$ cat config.mk
export PLATFORM = sky130hd
export DESIGN_NAME = hbs_device_flat
export DESIGN_NICKNAME = d
export VERILOG_FILES = /design/src/shared/hbs_pkg.sv /design/src/shared/hbs_if.sv /design/src/hbs_device.sv /design/src/flat_wrapper.sv
export SDC_FILE = /design/constraint.sdc
export NUM_CORES = 1
export LEC_CHECK = 0
export ABC_AREA = 0
export CORE_MARGIN = 1.5
export CORE_UTILIZATION = 50
export CTS_CLUSTER_DIAMETER = 40
export DETAILED_ROUTE_END_ITERATION = 6
export DONT_BUFFER_PORTS = 1
export SLEW_MARGIN = 15
export SYNTH_ARGS = -nofsm -noshare
export SYNTH_HDL_FRONTEND = slang
export SYNTH_SLANG_ARGS = --single-unit
$ cat constraint.sdc
create_clock -name clk -period 3.2 [get_ports clk]
set_clock_uncertainty 0.2 [all_clocks]
set_input_delay 0.32 -clock clk [delete_from_list [all_inputs] [get_ports clk]]
set_output_delay 0.32 -clock clk [all_outputs]
set_load 0.02 [all_outputs]
$ cat src/shared/hbs_pkg.sv
package hbs_pkg;
  localparam int HBS_ADDR_W = 6;
  localparam int HBS_DATA_W = 16;
  localparam int HBS_GPIO_W = 8;
  localparam int HBS_ID_W = 5;
  localparam int HBS_MUX_W = 6;
  // Host command register indices
  localparam logic [1:0] HBS_REG_CTRL = 2'h0;
  localparam logic [1:0] HBS_REG_DATA = 2'h1;
  localparam logic [1:0] HBS_REG_STAT = 2'h2;
  // Control field positions
  localparam int HBS_CTRL_GO = 0;
  localparam int HBS_CTRL_WR = 1;
  localparam logic [15:0] HBS_RST_DATA = 16'h0000;
  typedef enum logic [1:0] {
    HBS_IDLE = 2'b00,
    HBS_ALE = 2'b01,
    HBS_STRB = 2'b10,
    HBS_DONE = 2'b11
  } hbs_state_t;
endpackage : hbs_pkg

$ cat src/shared/hbs_if.sv
interface hbs_if;
  import hbs_pkg::*;
  logic chip_sel_n;
  logic write_n;
  logic read_n;
  logic [HBS_ADDR_W-1:0] addr;
  logic [HBS_DATA_W-1:0] d_host;
  logic d_host_oe;
  logic [HBS_DATA_W-1:0] d_dev;
  logic d_dev_oe;
  logic irq_out_n;
  logic reset_n;
  logic bus_style_sel;
  logic addr_mux_sel_n;
  logic strobe_pol_sel_n;
  logic write_timing_sel_n;
  logic standalone_n;
  modport device (
    input chip_sel_n, write_n, read_n, addr, d_host, d_host_oe, reset_n,
    input bus_style_sel, addr_mux_sel_n, strobe_pol_sel_n, write_timing_sel_n,
    input standalone_n,
    output d_dev, d_dev_oe, irq_out_n
  );
  modport host (
    output chip_sel_n, write_n, read_n, addr, d_host, d_host_oe, reset_n,
    output bus_style_sel, addr_mux_sel_n, strobe_pol_sel_n, write_timing_sel_n,
    output standalone_n,
    input d_dev, d_dev_oe, irq_out_n
  );
endinterface : hbs_if

$ cat src/hbs_device.sv
// Notes on behaviour
// - Names ending _n are asserted low, but byte_swap_sel_n enables swap when high
// - Straps are fixed levels; open reads high
// - Bus-style strap picks pin meaning; else ID1
// - Write: strobe with direction low, or write pin
// - Mux strap shares data 5:0; else ID0
// - Latch polarity picks falling or rising edge
// - System straps write timing per host style
// - Standalone: write-timing strap is carry bit2
// - Standalone: data pins are input port
// - Standalone: address pins are output port 7:0
// - GPIO pins, or output port 15:8
// - Interrupt pin, or time unlocked flag
// - Chip select gives ID bit4 standalone
// - Node settings by strap or register
// - Strobe strap: polarity, or error stop mode
// - Strap sets transmit-enable polarity
// - Reset low holds reset state
// - Strobe low-active when strap high
// - Read: strobe with direction high, or read pin
module hbs_device
  import hbs_pkg::*;
(
  // Clock and reset
  input wire logic clk,
  input wire logic rst_n,
  // Host side
  hbs_if.device hb,
  // Other straps
  input wire logic latch_pol_sel,
  input wire logic bus_width_sel,
  input wire logic byte_swap_sel_n,
  input wire logic tx_en_pol_sel,
  input wire logic [14:0] node_straps,
  input wire logic [14:0] node_regs,
  input wire logic node_reg_use,
  input wire logic [3:0] carry_lo_straps,
  // Core side
  input wire logic irq_req,
  input wire logic time_unlocked_flag,
  input wire logic tx_act1,
  input wire logic tx_act2,
  input wire logic [HBS_DATA_W-1:0] rd_data,
  input wire logic [HBS_GPIO_W-1:0] gpio_out,
  input wire logic [HBS_GPIO_W-1:0] gpio_oe,
  input wire logic [HBS_DATA_W-1:0] standalone_out_port,
  input wire logic out_port_strobe,
  // Decoded outputs
  output logic standalone,
  output logic [HBS_ID_W-1:0] clk_master_id,
  output logic [3:0] carry_digit_sel,
  output logic rx_err_stop_mode,
  output logic [14:0] node_cfg,
  output logic wr_pulse,
  output logic rd_pulse,
  output logic [HBS_ADDR_W-1:0] acc_addr,
  output logic [HBS_DATA_W-1:0] wr_data,
  output logic [HBS_DATA_W-1:0] standalone_in_port,
  output logic in_port_strobe,
  output logic [7:0] pin_out,
  output logic [HBS_GPIO_W-1:0] gpio_pin_out,
  output logic [HBS_GPIO_W-1:0] gpio_pin_oe,
  output logic tx_en_port1,
  output logic tx_en_port2
);
  logic sa_q, rws_q, mux_q, alep_q, dsi_q, w16_q, swp_q, txp_q;
  logic [4:0] id_q;
  logic [3:0] carry_digit_sel_q;
  logic [14:0] node_q;
  logic stb_prev_q, ale_prev_q;
  logic [HBS_MUX_W-1:0] ad_prev_q;
  logic [HBS_ADDR_W-1:0] lat_q;
  logic [HBS_DATA_W-1:0] wd_q, pi_q;
  logic wp_q, rp_q, pis_q;
  logic [7:0] po_q;
  logic [HBS_GPIO_W-1:0] gp_q, gpoe_q;
  logic irq_q, tx1_q, tx2_q;
  logic stb_act, acc_act, ale_now, ale_edge;

  // Straps are caught while reset is low and frozen after release
  always_ff @(posedge clk)
  begin
    if (!rst_n)
    begin
      sa_q <= ~hb.standalone_n;
      rws_q <= hb.bus_style_sel;
      mux_q <= ~hb.addr_mux_sel_n;
      alep_q <= latch_pol_sel;
      dsi_q <= hb.strobe_pol_sel_n;
      w16_q <= bus_width_sel;
      swp_q <= byte_swap_sel_n;
      txp_q <= tx_en_pol_sel;
      id_q <= {hb.chip_sel_n, byte_swap_sel_n, bus_width_sel, hb.bus_style_sel,
               hb.addr_mux_sel_n};
      carry_digit_sel_q <= {carry_lo_straps[3], hb.write_timing_sel_n, carry_lo_straps[1:0]};
      node_q <= node_straps;
    end
  end

  assign standalone = sa_q;
  assign clk_master_id = sa_q ? id_q : '0;
  assign carry_digit_sel = sa_q ? carry_digit_sel_q : '0;
  assign rx_err_stop_mode = sa_q & dsi_q;
  assign node_cfg = (!sa_q && node_reg_use) ? node_regs : node_q;

  // Strobe level decoded against polarity strap
  assign stb_act = dsi_q ? ~hb.read_n : hb.read_n;
  assign acc_act = !sa_q && !hb.chip_sel_n;
  assign ale_now = hb.addr[2];
  assign ale_edge = alep_q ? (ale_prev_q & ~ale_now) : (~ale_prev_q & ale_now);

  // Edge history
  always_ff @(posedge clk or negedge rst_n)
  begin
    if (!rst_n)
      stb_prev_q <= 1'b0;
    else
      stb_prev_q <= rws_q ? stb_act : ~(hb.read_n & hb.write_n);
  end

  // Tracks the pin through reset, so release shows no false latch edge;
  // the bus copy keeps the address that stood before the edge
  always_ff @(posedge clk)
  begin
    ale_prev_q <= ale_now;
    ad_prev_q <= hb.d_host[HBS_MUX_W-1:0];
  end

  // Address latch; only low six data bits carry address
  always_ff @(posedge clk or negedge rst_n)
  begin
    if (!rst_n)
      lat_q <= '0;
    else if (mux_q && ale_edge)
      lat_q <= {ad_prev_q[HBS_MUX_W-1:1], ad_prev_q[0] & ~w16_q};
    else if (!mux_q)
      lat_q <= {hb.addr[HBS_ADDR_W-1:1], hb.addr[0] & ~w16_q};
  end

  // Access pulses on strobe start; swap only matters in 8-bit mode
  always_ff @(posedge clk or negedge rst_n)
  begin
    if (!rst_n)
    begin
      wp_q <= 1'b0;
      rp_q <= 1'b0;
      wd_q <= HBS_RST_DATA;
    end
    else
    begin
      wp_q <= 1'b0;
      rp_q <= 1'b0;
      if (rws_q)
      begin
        if (acc_act && stb_act && !stb_prev_q)
        begin
          wp_q <= ~hb.write_n;
          rp_q <= hb.write_n;
        end
      end
      else if (acc_act && stb_prev_q && hb.read_n && hb.write_n)
        wp_q <= 1'b0;
      else if (acc_act && !stb_prev_q)
      begin
        wp_q <= ~hb.write_n;
        rp_q <= ~hb.read_n;
      end
      if (acc_act)
        wd_q <= (!w16_q && swp_q) ? {hb.d_host[7:0], hb.d_host[15:8]} : hb.d_host;
    end
  end

  assign wr_pulse = wp_q;
  assign rd_pulse = rp_q;
  assign acc_addr = lat_q;
  assign wr_data = wd_q;

  // Standalone port mapping
  always_ff @(posedge clk or negedge rst_n)
  begin
    if (!rst_n)
    begin
      pi_q <= '0;
      pis_q <= 1'b0;
      po_q <= '0;
      gp_q <= '0;
      gpoe_q <= '0;
      irq_q <= 1'b1;
      tx1_q <= 1'b0;
      tx2_q <= 1'b0;
    end
    else
    begin
      pi_q <= sa_q ? hb.d_host : '0;
      pis_q <= sa_q & ~hb.d_host[0];
      po_q <= sa_q ? {standalone_out_port[7:1], standalone_out_port[0] & ~out_port_strobe}
                   : '0;
      gp_q <= sa_q ? standalone_out_port[15:8] : gpio_out;
      gpoe_q <= sa_q ? '1 : gpio_oe;
      irq_q <= sa_q ? ~time_unlocked_flag : ~irq_req;
      tx1_q <= tx_act1 ~^ txp_q;
      tx2_q <= tx_act2 ~^ txp_q;
    end
  end

  assign standalone_in_port = pi_q;
  assign in_port_strobe = pis_q;
  assign pin_out = po_q;
  assign gpio_pin_out = gp_q;
  assign gpio_pin_oe = gpoe_q;
  assign tx_en_port1 = tx1_q;
  assign tx_en_port2 = tx2_q;
  assign hb.irq_out_n = irq_q;
  assign hb.d_dev = rd_data;
  assign hb.d_dev_oe = acc_act && (rws_q ? (stb_act && hb.write_n) : !hb.read_n);
endmodule : hbs_device

$ cat src/flat_wrapper.sv
// flat-port wrapper written by rule: the top's interface ports become plain ports
module hbs_device_flat import hbs_pkg::*;
  (clk, rst_n, latch_pol_sel, bus_width_sel, byte_swap_sel_n, tx_en_pol_sel, node_straps, node_regs, node_reg_use, carry_lo_straps, irq_req, time_unlocked_flag, tx_act1, tx_act2, rd_data, gpio_out, gpio_oe, standalone_out_port, out_port_strobe, standalone, clk_master_id, carry_digit_sel, rx_err_stop_mode, node_cfg, wr_pulse, rd_pulse, acc_addr, wr_data, standalone_in_port, in_port_strobe, pin_out, gpio_pin_out, gpio_pin_oe, tx_en_port1, tx_en_port2, hb_chip_sel_n, hb_write_n, hb_read_n, hb_addr, hb_d_host, hb_d_host_oe, hb_reset_n, hb_bus_style_sel, hb_addr_mux_sel_n, hb_strobe_pol_sel_n, hb_write_timing_sel_n, hb_standalone_n, hb_d_dev, hb_d_dev_oe, hb_irq_out_n);
  hbs_if hb_i ();
  input wire logic clk;
  input wire logic rst_n;
  input wire logic latch_pol_sel;
  input wire logic bus_width_sel;
  input wire logic byte_swap_sel_n;
  input wire logic tx_en_pol_sel;
  input wire logic [14:0] node_straps;
  input wire logic [14:0] node_regs;
  input wire logic node_reg_use;
  input wire logic [3:0] carry_lo_straps;
  input wire logic irq_req;
  input wire logic time_unlocked_flag;
  input wire logic tx_act1;
  input wire logic tx_act2;
  input wire logic [HBS_DATA_W-1:0] rd_data;
  input wire logic [HBS_GPIO_W-1:0] gpio_out;
  input wire logic [HBS_GPIO_W-1:0] gpio_oe;
  input wire logic [HBS_DATA_W-1:0] standalone_out_port;
  input wire logic out_port_strobe;
  output logic standalone;
  output logic [HBS_ID_W-1:0] clk_master_id;
  output logic [3:0] carry_digit_sel;
  output logic rx_err_stop_mode;
  output logic [14:0] node_cfg;
  output logic wr_pulse;
  output logic rd_pulse;
  output logic [HBS_ADDR_W-1:0] acc_addr;
  output logic [HBS_DATA_W-1:0] wr_data;
  output logic [HBS_DATA_W-1:0] standalone_in_port;
  output logic in_port_strobe;
  output logic [7:0] pin_out;
  output logic [HBS_GPIO_W-1:0] gpio_pin_out;
  output logic [HBS_GPIO_W-1:0] gpio_pin_oe;
  output logic tx_en_port1;
  output logic tx_en_port2;
  input wire logic [$bits(hb_i.chip_sel_n)-1:0] hb_chip_sel_n;
  input wire logic [$bits(hb_i.write_n)-1:0] hb_write_n;
  input wire logic [$bits(hb_i.read_n)-1:0] hb_read_n;
  input wire logic [$bits(hb_i.addr)-1:0] hb_addr;
  input wire logic [$bits(hb_i.d_host)-1:0] hb_d_host;
  input wire logic [$bits(hb_i.d_host_oe)-1:0] hb_d_host_oe;
  input wire logic [$bits(hb_i.reset_n)-1:0] hb_reset_n;
  input wire logic [$bits(hb_i.bus_style_sel)-1:0] hb_bus_style_sel;
  input wire logic [$bits(hb_i.addr_mux_sel_n)-1:0] hb_addr_mux_sel_n;
  input wire logic [$bits(hb_i.strobe_pol_sel_n)-1:0] hb_strobe_pol_sel_n;
  input wire logic [$bits(hb_i.write_timing_sel_n)-1:0] hb_write_timing_sel_n;
  input wire logic [$bits(hb_i.standalone_n)-1:0] hb_standalone_n;
  output wire logic [$bits(hb_i.d_dev)-1:0] hb_d_dev;
  output wire logic [$bits(hb_i.d_dev_oe)-1:0] hb_d_dev_oe;
  output wire logic [$bits(hb_i.irq_out_n)-1:0] hb_irq_out_n;
  assign hb_i.chip_sel_n = hb_chip_sel_n;
  assign hb_i.write_n = hb_write_n;
  assign hb_i.read_n = hb_read_n;
  assign hb_i.addr = hb_addr;
  assign hb_i.d_host = hb_d_host;
  assign hb_i.d_host_oe = hb_d_host_oe;
  assign hb_i.reset_n = hb_reset_n;
  assign hb_i.bus_style_sel = hb_bus_style_sel;
  assign hb_i.addr_mux_sel_n = hb_addr_mux_sel_n;
  assign hb_i.strobe_pol_sel_n = hb_strobe_pol_sel_n;
  assign hb_i.write_timing_sel_n = hb_write_timing_sel_n;
  assign hb_i.standalone_n = hb_standalone_n;
  assign hb_d_dev = hb_i.d_dev;
  assign hb_d_dev_oe = hb_i.d_dev_oe;
  assign hb_irq_out_n = hb_i.irq_out_n;
  hbs_device u_core (.clk(clk), .rst_n(rst_n), .hb(hb_i), .latch_pol_sel(latch_pol_sel), .bus_width_sel(bus_width_sel), .byte_swap_sel_n(byte_swap_sel_n), .tx_en_pol_sel(tx_en_pol_sel), .node_straps(node_straps), .node_regs(node_regs), .node_reg_use(node_reg_use), .carry_lo_straps(carry_lo_straps), .irq_req(irq_req), .time_unlocked_flag(time_unlocked_flag), .tx_act1(tx_act1), .tx_act2(tx_act2), .rd_data(rd_data), .gpio_out(gpio_out), .gpio_oe(gpio_oe), .standalone_out_port(standalone_out_port), .out_port_strobe(out_port_strobe), .standalone(standalone), .clk_master_id(clk_master_id), .carry_digit_sel(carry_digit_sel), .rx_err_stop_mode(rx_err_stop_mode), .node_cfg(node_cfg), .wr_pulse(wr_pulse), .rd_pulse(rd_pulse), .acc_addr(acc_addr), .wr_data(wr_data), .standalone_in_port(standalone_in_port), .in_port_strobe(in_port_strobe), .pin_out(pin_out), .gpio_pin_out(gpio_pin_out), .gpio_pin_oe(gpio_pin_oe), .tx_en_port1(tx_en_port1), .tx_en_port2(tx_en_port2));
endmodule
==> impl_results.md <==
- Status: finished clean
- CTS root buf: clkbuf_8
- Syn Nets: 428
- Post-synth EDFFs: 29
- Post-synth top area share: 0.4091
- First-pass DRT Iterations: 4
- Cell variety after synth: 37
- CP Cell Sequence: buf_4 -> or2_1 -> buf_4 -> a21oi_1
- Initial antenna violation count: 0
- Worst EP required: 2.68 ns
- M2 GR Usage: 0.3783
- Ranking of synthesized cells by area: dfrtp_1 41%, edfxtp_1 21%, and2_1 5.0%
- Max Slew Vio Count: 0
- Yosys warnings: 0
- Grt met3 use: 0.06877
- FF+latch count, synth: 105
- Asr flop ratio synth: 0.6571
- Residual DRC: 0
- Vias in the first global route: 2698
- Dominant cell type by area after synthesis: dfrtp_1
- Max-Slew Margin vs Limit: 0.6238
- Setup CP Type: flip-flop to output port
- Most frequent cell after synthesis: dfrtp_1
- PortBufs: 0
- Area growth from synthesis to layout: 25.33%
- Worst vdd ir: 0.2878 mV
- Antenna cells: 0
- Post-synthesis simple-gate area fraction: 0.1212
- Placed insts: 380
- Achievable Freq: 0.4163 GHz
- Global route hottest layer: met2
- Setup crit start kind: flip-flop
- Number of hold violations in the final report: 0
- Seq/Total Area, Yosys: 0.6585
- Drt total wl: 9198 microns
- Final net count: 503
- DR WL/cell: 18.89 microns
- DRT antenna net count: 0
- Critical path endpoint category: output port
- Crit path DAT: 1.88 ns
- Overflow after GRT: 0
- Vias: 2482
- Power Dens Cells: 549.4 nW/um^2
- Post-synthesis compound-gate area fraction: 0.04182
- Syn_area_per_cell: 13.77 sq um
- Wire length of the first global-routing pass: 13620 microns
- Adder-cell share of the synthesized area: 0
- CTS Buf Count: 9
- Core area: 8134 sq um
- Die area: 8874 sq um
- Mux contribution to synthesized area: 0.1122
- Tmin final: 2.402 ns
- Layout cell share with drive strength beyond 1: 0.1466
- Worst skew pair latency: 0.35 ns
- Final setup vio count: 0
- Leakage Power: 2.232 nW
- Pwr Total: 2.864 mW
- Initial core utilization: 0.5113
- Clk slew on worst S/H paths: 0.09 ns
- MaxCap Viol Count: 0
- Die height: 94.20 microns
- Iteration-0 DRC Markers: 74
- Sink Count: 105
- Slowest stage delay, CP: 0.42 ns
- Gpl congestion: 0.7521
- Commonest cells in the netlist: 68 x dfrtp_1, 33 x and2_1, 29 x edfxtp_1
- Setup_tns: 0 ns
- End-of-flow core utilization: 0.6408
- Synth Area in XOR/XNOR: 0.004212
- Worst-Margin Slew: 0.5643 ns
- Largest net degree at the start of global routing: 70
- Number of top-level pins: 237
- FILL cells: 608
- Clock Path Buffers: 2
- Top_reg_cell synth: dfrtp_1
- Worst min path class: input port to flip-flop
- Main combinational cell family by area after synthesis: simple AND/OR/NAND/NOR gates
- Synthesized cell area: 4159 sq um
- Met1 Use GR: 0.2215
- Cts hold-fix bufs: 91
- RSZ-0062 raised after global routing: false
- Rows: 33
- H-tree levels: 3
- Vias/cell: 5.097
- GRT Util Overall: 0.2083
- Die X-Extent: 94.20 microns
- Cts repair resizes: 0
- Cells after Synth: 302
- Setup Fix Bufs, Post-CTS: 0
- Dpl hpwl: 5760 microns
- Slowest cell on the critical path: a21oi_1
- Non-filler instance count after layout: 487
- Final worst path period share: 0.7506
- CP most frequent cell: buf_4
- Largest fanout on the critical path: 35
- CTS tree: built
[routing by layer]
layer | share of wire | vias up
li1 | - | 1153
met1 | 0.37 | 1197
met2 | 0.54 | 114
met3 | 0.079 | 18
met4 | 0.012 | 0
met5 | 0 | -
[layout by cell type (no fill, tap or decap), types with 7 or more instances in the layout]
| master | netlist | final |
|---|---|---|
| o21ai_0 | 11 | 11 |
| or2_2 | 9 | 9 |
| nand2_1 | 17 | 17 |
| mux2_4 | 10 | 10 |
| dlygate4sd3_1 | 0 | 90 |
| and2_1 | 33 | 33 |
| mux2i_1 | 17 | 17 |
| clkbuf_8 | 0 | 9 |
| o21ai_1 | 11 | 11 |
| mux2_2 | 13 | 13 |
| dfxtp_1 | 7 | 7 |
| dfrtp_1 | 68 | 68 |
| edfxtp_1 | 29 | 29 |
[stage by stage]
| stage | setup slack (ns) | area, sq um | hold WS (ns) |
|---|---|---|---|
| finish | 0.7980 | 5213 | 0.009274 |
| global route | 0.6832 | 5213 | 0.001586 |
| CTS | 0.7386 | 5213 | 0.003407 |
| detailed placement | 1.143 | 4089 | -0.1742 |
| global placement | 1.151 | 4089 | -0.1742 |
| floorplan | 1.170 | 4159 | -0.1756 |
[cell families after synthesis]
kind of cell / after synthesis
simple gates: 87
buf+inv: 37
flops: 105
compound gates: 31
mux: 40
xor+xnor: 2
[registers in the layout, summed over array words and instances (netlist names), 4 cells and up]
signal and flops:
u_core.ad_prev_q 6, u_core.gpio_pin_oe 8, u_core.carry_digit_sel_q 4, u_core.acc_addr 6, u_core.pin_out 8, u_core.wr_data 16, u_core.node_q 15, u_core.standalone_in_port 16
u_core.id_q 5, u_core.gpio_pin_out 8
[cell type report]
| class | count | area (sq um) | share of cell area |
|---|---|---|---|
| timing repair buffer | 96 | 965.9 | 0.1853 |
| tap | 105 | 131.4 | 0.02520 |
| inverter | 5 | 18.77 | 0.003601 |
| sequential | 105 | 2739 | 0.5254 |
| clock inverter | 5 | 63.81 | 0.01224 |
| clock buffer | 11 | 131.4 | 0.02520 |
| multi-input combinational | 160 | 1162 | 0.2230 |
[worst max-delay path: cells and delay by family, from the launching register on]
family	cells	cell delay [ns]
flops	1	0.39
simple gates	1	0.25
compound gates	1	0.42
buf+inv	2	0.46
[worst paths after layout]
kind	startpoint	to	slack [ns]	depth (start not counted)
max	u_core.standalone$_DFFE_PN_	hb_d_dev_oe	0.80	4
min	hb_d_host[6]	u_core.wr_data[6]$_DFFE_PN0P_	0.009	2
max reg2reg	u_core.standalone$_DFFE_PN_	u_core.gpio_pin_out[6]$_DFF_PN0_	1.26	3
min reg2reg	u_core.stb_prev_q$_DFF_PN0_	u_core.rd_pulse$_DFF_PN0_	0.27	1
max in group asynchronous	rst_n	u_core.hb.irq_out_n$_DFF_PN1_	2.16	2
min in group asynchronous	rst_n	u_core.standalone_in_port[2]$_DFF_PN0_	0.32	2
[where the power goes]
part / internal, mW / switching [mW] / total [mW]
logic: 0.186 / 0.181 / 0.368
clock network: 0.370 / 0.445 / 0.815
registers: 1.50 / 0.180 / 1.68
(Power assumes the default switching activity.)
